===== config.mk =====
export PLATFORM = sky130hd
export DESIGN_NAME = sbh_slave
export DESIGN_NICKNAME = d
export VERILOG_FILES = /design/src/sbh_pkg.sv /design/src/sbh_slave.sv
export SDC_FILE = /design/constraint.sdc
export NUM_CORES = 2
export LEC_CHECK = 0
export BUFFER_PORTS_ARGS = -buffer_cell sky130_fd_sc_hd__buf_2
export CORE_MARGIN = 1.5
export CORE_UTILIZATION = 50
export DETAILED_ROUTE_END_ITERATION = 12
export HOLD_SLACK_MARGIN = 0.08
export PLACE_DENSITY = 0.68
export SYNTH_ARGS = -nofsm -noshare
export SYNTH_HDL_FRONTEND = slang
export SYNTH_SLANG_ARGS = --single-unit

===== constraint.sdc =====
create_clock -name core_clk -period 3.8 [get_ports core_clk]
set_input_delay 0.38 -clock core_clk [delete_from_list [all_inputs] [get_ports core_clk]]
set_output_delay 0.38 -clock core_clk [all_outputs]
set_load 0.03 [all_outputs]

===== src/sbh_pkg.sv =====
// Shared constants for the shared-bus slave handshake core
package sbh_pkg;
  localparam int unsigned DATA_W    = 16;
  localparam int unsigned ADDR_W    = 8;
  localparam int unsigned MEM_DEPTH = 256;
  localparam int unsigned BUF_DEPTH = 2;
  localparam int unsigned PTR_W     = 1;
  localparam int unsigned CNT_W     = 2;
  localparam logic [DATA_W-1:0] DATA_RST = 16'h0000;
  localparam logic [PTR_W-1:0]  PTR_RST  = 1'h0;
  localparam logic [CNT_W-1:0]  CNT_RST  = 2'h0;
  localparam logic [CNT_W-1:0]  CNT_FULL = 2'h2;
endpackage : sbh_pkg


===== src/sbh_slave.sv =====
// Bus slave: tagged memory with combinatorial terminators and a read buffer
// How it works
// RULE1: Master holds strobe until a terminator.
// RULE2: Master drops strobe after sampled terminator.
// RULE3: Fast slave may tie acknowledge to strobe.
// RULE4: Acknowledge always present, ends cycle normally.
// RULE5: Error ends cycle on parity fault.
// RULE6: Retry ends cycle when resource busy.
// RULE7: Slave has acknowledge, clock and reset.
// RULE8: At most one terminator high at once.
// RULE9: Master strobe and cycle come from flops.
// RULE10: Terminators follow strobe combinatorially.
// RULE11: Interconnect watchdog prevents unused-address deadlock.
// RULE12: Zero-wait single slave may hold acknowledge.
// RULE13: Master tolerates permanently high acknowledge.
// RULE14: Master outputs valid only under strobe.
// RULE15: Cycle frames strobe for whole bus cycle.
// RULE16: Read data valid only with terminator.
// RULE17: Tags follow their tag type's timing.
// RULE18: Write data carries even parity tag.
// RULE19: Master strobe and cycle low through reset.
// RULE20: Respond only under strobe, always terminate.
// RULE21: Write enable low on read, high on write.
// RULE22: Master reports error or retry to core.
`timescale 1ns/1ns
module sbh_slave (
  input  wire logic                      core_clk,   // System clock
  input  wire logic                      rstn,       // Asynchronous reset, active low
  input  wire logic                      clk_en,     // Freezes all state while low
  input  wire logic                      cyc_i,      // Bus cycle in progress
  input  wire logic                      stb_i,      // Slave selected, phase valid
  input  wire logic                      we_i,       // High on write, low on read
  input  wire logic [sbh_pkg::ADDR_W-1:0] adr_i,     // Word address
  input  wire logic [sbh_pkg::DATA_W-1:0] dat_i,     // Write data
  input  wire logic                      tgd_par_i,  // Even parity tag on write data
  output logic                           ack_o,      // Normal termination
  output logic                           err_o,      // Error termination
  output logic                           rty_o,      // Retry termination
  output logic      [sbh_pkg::DATA_W-1:0] dat_o,     // Read data
  output logic                           tgd_par_o,  // Even parity tag on read data
  output logic                           rd_valid,   // Read word stream valid
  input  wire logic                      rd_ready,   // Read word stream ready
  output logic      [sbh_pkg::DATA_W-1:0] rd_data,   // Read word stream data
  output logic                           perr_seen   // Sticky parity fault seen
);

  // Even parity: high when the count of ones is even
  function automatic logic even_par(input logic [sbh_pkg::DATA_W-1:0] d);
    even_par = ~(^d);
  endfunction : even_par

  // Pointers wrap at the buffer depth
  function automatic logic [sbh_pkg::PTR_W-1:0] ptr_inc(
    input logic [sbh_pkg::PTR_W-1:0] p
  );
    ptr_inc = p + 1'b1;
  endfunction : ptr_inc

  // The memory is too large to reset; a word read before it was ever written
  // comes back unknown, so users must write a location before reading it.
  logic [sbh_pkg::DATA_W-1:0] mem_r   [sbh_pkg::MEM_DEPTH];
  logic [sbh_pkg::DATA_W-1:0] buf_r   [sbh_pkg::BUF_DEPTH];
  logic [sbh_pkg::DATA_W-1:0] buf_nxt [sbh_pkg::BUF_DEPTH];
  logic [sbh_pkg::PTR_W-1:0]  wp_r;
  logic [sbh_pkg::PTR_W-1:0]  wp_nxt;
  logic [sbh_pkg::PTR_W-1:0]  rp_r;
  logic [sbh_pkg::PTR_W-1:0]  rp_nxt;
  logic [sbh_pkg::CNT_W-1:0]  cnt_r;
  logic [sbh_pkg::CNT_W-1:0]  cnt_nxt;
  logic                       perr_r;
  logic                       perr_nxt;
  logic                       valid_r;
  logic                       valid_nxt;
  logic [sbh_pkg::DATA_W-1:0] head_r;
  logic [sbh_pkg::DATA_W-1:0] head_nxt;
  logic [sbh_pkg::DATA_W-1:0] rd_word;
  logic                       sel;
  logic                       par_bad;
  logic                       busy;
  logic                       wr_ok;
  logic                       rd_ok;
  logic                       push;
  logic                       pop;

  // Reads answer straight from the memory in the strobe's own cycle, so a
  // master sees data with zero wait states; the same word enters the stream.
  assign rd_word = mem_r[adr_i];
  assign sel     = cyc_i & stb_i;                                   // [RULE20] [RULE15]
  assign par_bad = we_i & (tgd_par_i != even_par(dat_i));           // [RULE5] [RULE17]
  assign busy    = ~we_i & (cnt_r == sbh_pkg::CNT_FULL);            // [RULE6]
  assign wr_ok   = sel & we_i & ~par_bad;                           // [RULE21]
  assign rd_ok   = sel & ~we_i & ~busy;
  // Freezing with the enable also holds off pushes and pops
  assign push    = rd_ok & clk_en;
  assign pop     = valid_r & rd_ready & clk_en;

  // Combinatorial, mutually exclusive terminators; one for every strobe.
  // No wait state is ever inserted, so a tied or held acknowledge fits too.
  always_comb begin
    ack_o     = wr_ok | rd_ok;  // [RULE3] [RULE4] [RULE7] [RULE10] [RULE12]
    err_o     = sel & par_bad;                                      // [RULE5] [RULE10]
    rty_o     = sel & ~par_bad & busy;                              // [RULE6] [RULE8] [RULE20]
    // Data is driven only while a read is acknowledged, zero otherwise
    dat_o     = rd_ok ? rd_word : sbh_pkg::DATA_RST;                // [RULE16]
    tgd_par_o = rd_ok ? even_par(rd_word) : 1'b0;                   // [RULE16] [RULE17]
  end

  // Pointer and occupancy group
  always_comb begin
    wp_nxt  = wp_r;
    rp_nxt  = rp_r;
    cnt_nxt = cnt_r;
    if (push) begin
      wp_nxt = ptr_inc(wp_r);
    end
    if (pop) begin
      rp_nxt = ptr_inc(rp_r);
    end
    case ({push, pop})
      2'h2:    cnt_nxt = cnt_r + 2'h1;
      2'h1:    cnt_nxt = cnt_r - 2'h1;
      default: cnt_nxt = cnt_r;
    endcase
  end

  always_ff @(posedge core_clk or negedge rstn) begin
    if (!rstn) begin
      wp_r  <= sbh_pkg::PTR_RST;
      rp_r  <= sbh_pkg::PTR_RST;
      cnt_r <= sbh_pkg::CNT_RST;
    end else if (clk_en) begin
      wp_r  <= wp_nxt;
      rp_r  <= rp_nxt;
      cnt_r <= cnt_nxt;
    end
  end

  // One storage slot per buffer entry; only the slot under the write pointer
  // takes a push, which keeps the unread word safe while the receiver stalls.
  for (genvar g = 0; g < sbh_pkg::BUF_DEPTH; g++) begin : g_slot
    always_comb begin
      buf_nxt[g] = buf_r[g];
      if (push && (int'(wp_r) == g)) begin
        buf_nxt[g] = rd_word;
      end
    end

    always_ff @(posedge core_clk or negedge rstn) begin
      if (!rstn) begin
        buf_r[g] <= sbh_pkg::DATA_RST;
      end else if (clk_en) begin
        buf_r[g] <= buf_nxt[g];
      end
    end
  end

  // Sticky parity fault: setting wins, only reset clears it
  always_comb begin
    perr_nxt = perr_r;
    if (sel && par_bad) begin
      perr_nxt = 1'b1;
    end
  end

  always_ff @(posedge core_clk or negedge rstn) begin
    if (!rstn) begin
      perr_r <= 1'b0;
    end else if (clk_en) begin
      perr_r <= perr_nxt;
    end
  end

  // Registered stream outputs look at the buffer state after this cycle,
  // trading a little logic depth for outputs that come straight from flops.
  always_comb begin
    valid_nxt = (cnt_nxt != sbh_pkg::CNT_RST);
    head_nxt  = buf_nxt[rp_nxt];
  end

  always_ff @(posedge core_clk or negedge rstn) begin
    if (!rstn) begin
      valid_r <= 1'b0;
      head_r  <= sbh_pkg::DATA_RST;
    end else if (clk_en) begin
      valid_r <= valid_nxt;
      head_r  <= head_nxt;
    end
  end

  // Memory has no reset; a write lands at the acknowledged edge
  always_ff @(posedge core_clk) begin
    if (clk_en && wr_ok) begin
      mem_r[adr_i] <= dat_i;
    end
  end

  assign rd_valid  = valid_r;
  assign rd_data   = head_r;
  assign perr_seen = perr_r;

endmodule : sbh_slave


* Word-level counts from Yosys, hierarchy flattened
Memories as Yosys holds them, arrays and structs flattened.
Cells that the tools add are included.
** Word-level totals
- Register bits after elaboration :: 54
- Bits in latches :: 0
- Memory bits (writable) :: 4096
- ROM bits :: 0
- Input port bits :: 32
- Output and inout bits :: 38
- Word-level logic and storage cells :: 59
- Memories kept :: 1
** Memories
- mem_r :: words 256, width 16, rd ports 1, clocked after memory_dff 0, write ports 1, line sbh_slave.sv:61 : logic [sbh_pkg::DATA_W-1:0] mem_r [sbh_pkg::MEM_DEPTH];
** Operators by class
- Add/sub/neg operators :: 4
- $mul :: 0
- Div/mod/pow operators :: 0
- $lt $le $gt $ge :: 1
- Equality and inequality tests :: 4
- Shift-type cells :: 0
- Muxes and demuxes :: 11
- Bitwise gates (word level) :: 21
- Reductions and logical operators :: 9
** Operators with widths (number)
- 16-bit two-way mux :: 6
- 16-bit parity :: 2
- 1-bit bitwise AND :: 13
- 1-bit inverter :: 6
- 2-bit == test, second input constant :: 2
- 1-bit logical AND :: 4
- 1-bit two-way mux :: 4
- 2-bit case mux with 2 select lines :: 1
- 2-bit AND reduction :: 2
- 1-bit adder, second input constant :: 2
- 2-bit by 1-bit adder with 2-bit output, second input constant :: 1
- 2-bit by 1-bit == test with 1-bit output, second input constant :: 1
- 2-bit greater-or-equal comparator, second input constant :: 1
- 1-bit inverter with 2-bit output :: 1
- 2-bit nonzero test :: 1
- 2-bit by 1-bit subtractor with 2-bit output, second input constant :: 1
- 1-bit inequality test :: 1
- 1-bit OR :: 1

* Depth between registers and ports, before layout
- Depth after elaboration :: 10
- Gate-level depth with buffers :: 16
- Depth with buffers taken out :: 10

* Worst setup path after synthesis
OpenSTA, ideal clock, no wires.
- Kind :: input port to output port
- Start :: in adr_i[1] (netlist name)
- End :: out tgd_par_o
- Arrival time :: 3735 ps
- Required time :: 3420 ps
- Setup slack :: -315 ps
- Cell stages on the path :: 16
- Buffers on the path :: 6
- Cells stage by stage :: buf_2 -> buf_6 -> buf_4 -> buf_2 -> clkbuf_1 -> clkbuf_1 -> mux4_2 -> a22oi_1 -> a21oi_1 -> o41ai_1 -> nand4_1 -> xnor2_1 -> xnor2_1 -> xnor2_1 -> xnor2_1 -> nor2_1
** Between the ends
- Longest elaborated chain between the ends :: 4
** Ends and longest elaborated chain
- start: declaration :: line sbh_slave.sv:33 : input wire logic [sbh_pkg::ADDR_W-1:0] adr_i,
- memory read 256 x 16 bit
- 16-bit parity :: line sbh_slave.sv:49 : even_par = ~(^d);
- 1-bit inverter :: line sbh_slave.sv:49
- 1-bit two-way mux :: line sbh_slave.sv:105 : tgd_par_o = rd_ok ? even_par(rd_word) : 1'b0;
- end: declaration :: line sbh_slave.sv:40 : output logic tgd_par_o,
No other way between the ends.

* Final worst setup path
- Start :: in adr_i[0] (netlist name)
- End :: out tgd_par_o
Same word-level chain as after synthesis.

==> impl_metrics.json <==
{
  "hold_violations": 0,
  "start_util_pct": 50.2,
  "netlist_area_sq_mm": 0.158,
  "violations": "setup timing",
  "synthTopCellsByArea": "edfxtp_1 78%, mux4_2 15%, a22oi_1 2.4%, dfrtp_1 0.86%, a21oi_1 0.81%",
  "period_needed_ns": 4.74,
  "finalCritPeriodShare_pct": 125,
  "ys_warn_count": 0,
  "rows": 206,
  "r2r_cells": 11,
  "grt-ovfl-total": 0,
  "portBuffers": 69,
  "fin_worst_skew_ns": 0.0372,
  "antenna_found_initial": 14,
  "layout_common_cells": "4096 x edfxtp_1, 1024 x mux4_2, 845 x buf_4, 416 x clkbuf_16, 348 x a22oi_1",
  "cts_buffer_depth": 4,
  "cts_buffers": 407,
  "fp.dieW_microns": 565,
  "drt_first_iter_violations": 12100,
  "maxCapViolations": 0,
  "final_max_slew_viol_count": 0,
  "die_area_sq_mm": 0.319,
  "syn2layout_area_growth_pct": 21.2,
  "finalInstanceArea_sq_mm": 0.191,
  "path_clk_slew_ns": 0.06,
  "globalRouteTotalUtil_pct": 26.1,
  "max-vdd-ir-drop_v": 0.000405,
  "cpLargestDelayFamily": "buffers and inverters",
  "cts_tree": "built",
  "drc": 0,
  "fmax_mhz": 211,
  "cp_slowest_cell": "o41ai_4",
  "critPathRequiredTime_ns": 3.42,
  "cts_sinks": 4150,
  "worstPathMaxFanout": 12,
  "grt_max_degree": 190,
  "synth_nets": 6981,
  "drtPass1Iterations": 5,
  "pin_count": 70,
  "die_h_microns": 565,
  "finalSetupViolations": 17,
  "min_path_type": "input port to asynchronous set/reset pin",
  "synth-seq-area-share_pct": 78.8,
  "placed_cell_area_sq_mm": 0.175,
  "seq_area_sq_mm": 0.124,
  "place_hpwl_microns": 257000,
  "final_common_cell": "edfxtp_1",
  "routedWlPerCell_microns": 32.7,
  "dp_slack_ns": -1.60,
  "utilization_pct": 60.8,
  "synth.top_cell.area_share_pct": 77.9,
  "dpl.cell_count": 11900,
  "synth_cell_types": 39,
  "syn_inst": 6948,
  "yosys.area.top_type": "edfxtp_1",
  "avgSynthCellArea_sq_um": 22.7,
  "layout-drive-gt1-share_pct": 38.8,
  "worst_slack_ns": -0.937,
  "worst_pin_slew_ns": 1.37,
  "worstPathCellList": "buf_16 -> buf_16 -> buf_16 -> buf_12 -> buf_4 -> mux4_2 -> a22oi_1 -> a21oi_1 -> o41ai_4 -> buf_4 -> nand4_1 -> xnor3_1 -> xnor2_2 -> xnor2_4 -> nor2_4 -> buf_6",
  "p_leak_nw": 61.2,
  "worstSetupPathType": "input port to output pin",
  "slew_headroom_pct": 8.39,
  "multiInputGateArea_sq_mm": 0.0338,
  "viasPerCell": 6.34,
  "gp_congestion": 0.863,
  "startpoint_type": "input port",
  "n_fill_cell": 21000,
  "power_density_mw_per_mm2": 514,
  "cp_slowest_stage_delay_ns": 0.55,
  "wirelength_microns": 417000,
  "cp_num_cells": 16,
  "grt_pass1_vias": 80600,
  "grt_pass1_wl_microns": 594000,
  "vias": 80800,
  "antenna_left": 0,
  "worstSkewPairLatency_ns": 0.92,
  "fin_tns_setup_ns": -3.89,
  "ys_ff_latch": 4150,
  "fin_cells": 12700,
  "status": "finished with violations",
  "nets": 8270,
  "core_sq_mm": 0.314,
  "cp_common_cell": "buf_16",
  "ctsRootBufferMaster": "clkbuf_16",
  "rsz0062_at_grt": "true",
  "htreeDepth": 5,
  "cp-end-kind": "output pin",
  "crit_buf_inv": 7,
  "cp_data_arrival_time_ns": 4.36
}
-- kinds of logic after synthesis --
group,share of synthesized area [%]
compound gates,3.70
xor+xnor,0.206
fa+ha+maj,0.00793
buf+inv,1.40
flops,78.8
mux,14.8
simple gates,1.10
-- metal layers --
layer,part of all wire [%],vias up,GRT usage (%)
met1,38,43100,37.2
met5,0.016,-,0
met4,3.7,10,9.06
li1,-,32400,-
met3,10,710,4.64
met2,48,4596,41.1
-- cells in the mapped netlist --
master	count
nor2b_1	7
xnor2_1	28
nand2_1	100
nand4_1	17
nand2b_1	1
clkbuf_1	256
a22oi_1	512
inv_1	7
o41ai_2	2
buf_1	41
mux2i_1	15
and3_1	1
o21ai_0	19
buf_2	38
and2_1	17
nand3_1	4
a221oi_1	1
nor3b_1	1
a21oi_1	256
mux2_2	15
a21o_1	2
clkinv_1	1
o41ai_1	62
a211o_1	1
ha_1	1
or3_1	2
and4_1	1
edfxtp_1	4096
o211ai_1	1
buf_6	55
buf_8	3
nor3_1	4
xnor3_1	2
dfrtp_1	54
or2_2	1
xor2_1	4
buf_4	27
nor2_1	269
mux4_2	1024
-- final cells by class --
| cell class | count | area share [%] |
|---|---|---|
| diodes | 12 | 0.0157 |
| clock buffers | 480 | 5.56 |
| clock inverters | 261 | 1.54 |
| inverters | 8 | 0.0157 |
| multi-input cells | 2370 | 17.7 |
| flip-flops and latches | 4150 | 65.0 |
| well taps | 4160 | 2.72 |
| repair buffers | 1300 | 7.45 |
-- registers in the layout, summed over array words and instances, names as in the netlist --
| name | cells |
|---|---|
| buf_r | 32 |
| rd_data | 16 |
| rd_valid | 1 |
| mem_r | 4096 |
| rp_r | 1 |
| cnt_r | 2 |
| wp_r | 1 |
| perr_seen | 1 |
-- power by group --
group | internal (mW) | switching (mW) | total [mW]
clock network | 23.9 | 17.0 | 41.0
registers | 50.5 | 0.117 | 50.6
logic | 2.65 | 4.03 | 6.69
total | 77.1 | 21.2 | 98.3
-- worst paths after layout --
| path | startpoint | slack (ns) | endpoint |
|---|---|---|---|
| max | adr_i[0] | -0.94 | tgd_par_o |
| min | rstn | 0.18 | rd_data[0] |
| max reg2reg | mem_r[59][0] | 0.67 | rd_data[0] |
| min reg2reg | buf_r[19] | 0.47 | buf_r[19] |
| max in group asynchronous | rstn | 3.13 | rd_data[8] |
| min in group core_clk | dat_i[13] | 0.18 | mem_r[64][13] |
-- worst min-delay path, stage by stage --
cell	delay [ns]
dlygate4sd3_1	0.56
buf_2	0.12
buf_4	0.54
-- metrics by stage --
step / hold slack [ns] / power [mW]
4_1_cts: 0.0909 / 98.4
3_5_place_dp: 0.448 / 57.7
3_3_place_gp: 0.435 / 57.6
6_report: 0.182 / 98.3
5_1_grt: 0.184 / 101
2_1_floorplan: 0.0844 / 54.6
-- repair_timing --
item,4_1_cts,5_1_grt
endpoints found under the hold margin,228,0
resized for setup,250,256
setup endpoints to repair,17,2670
hold buffers,16,0
setup buffers,3,42
pin swaps,53,112
gates cloned,3,3
(Power assumes the default switching activity.)
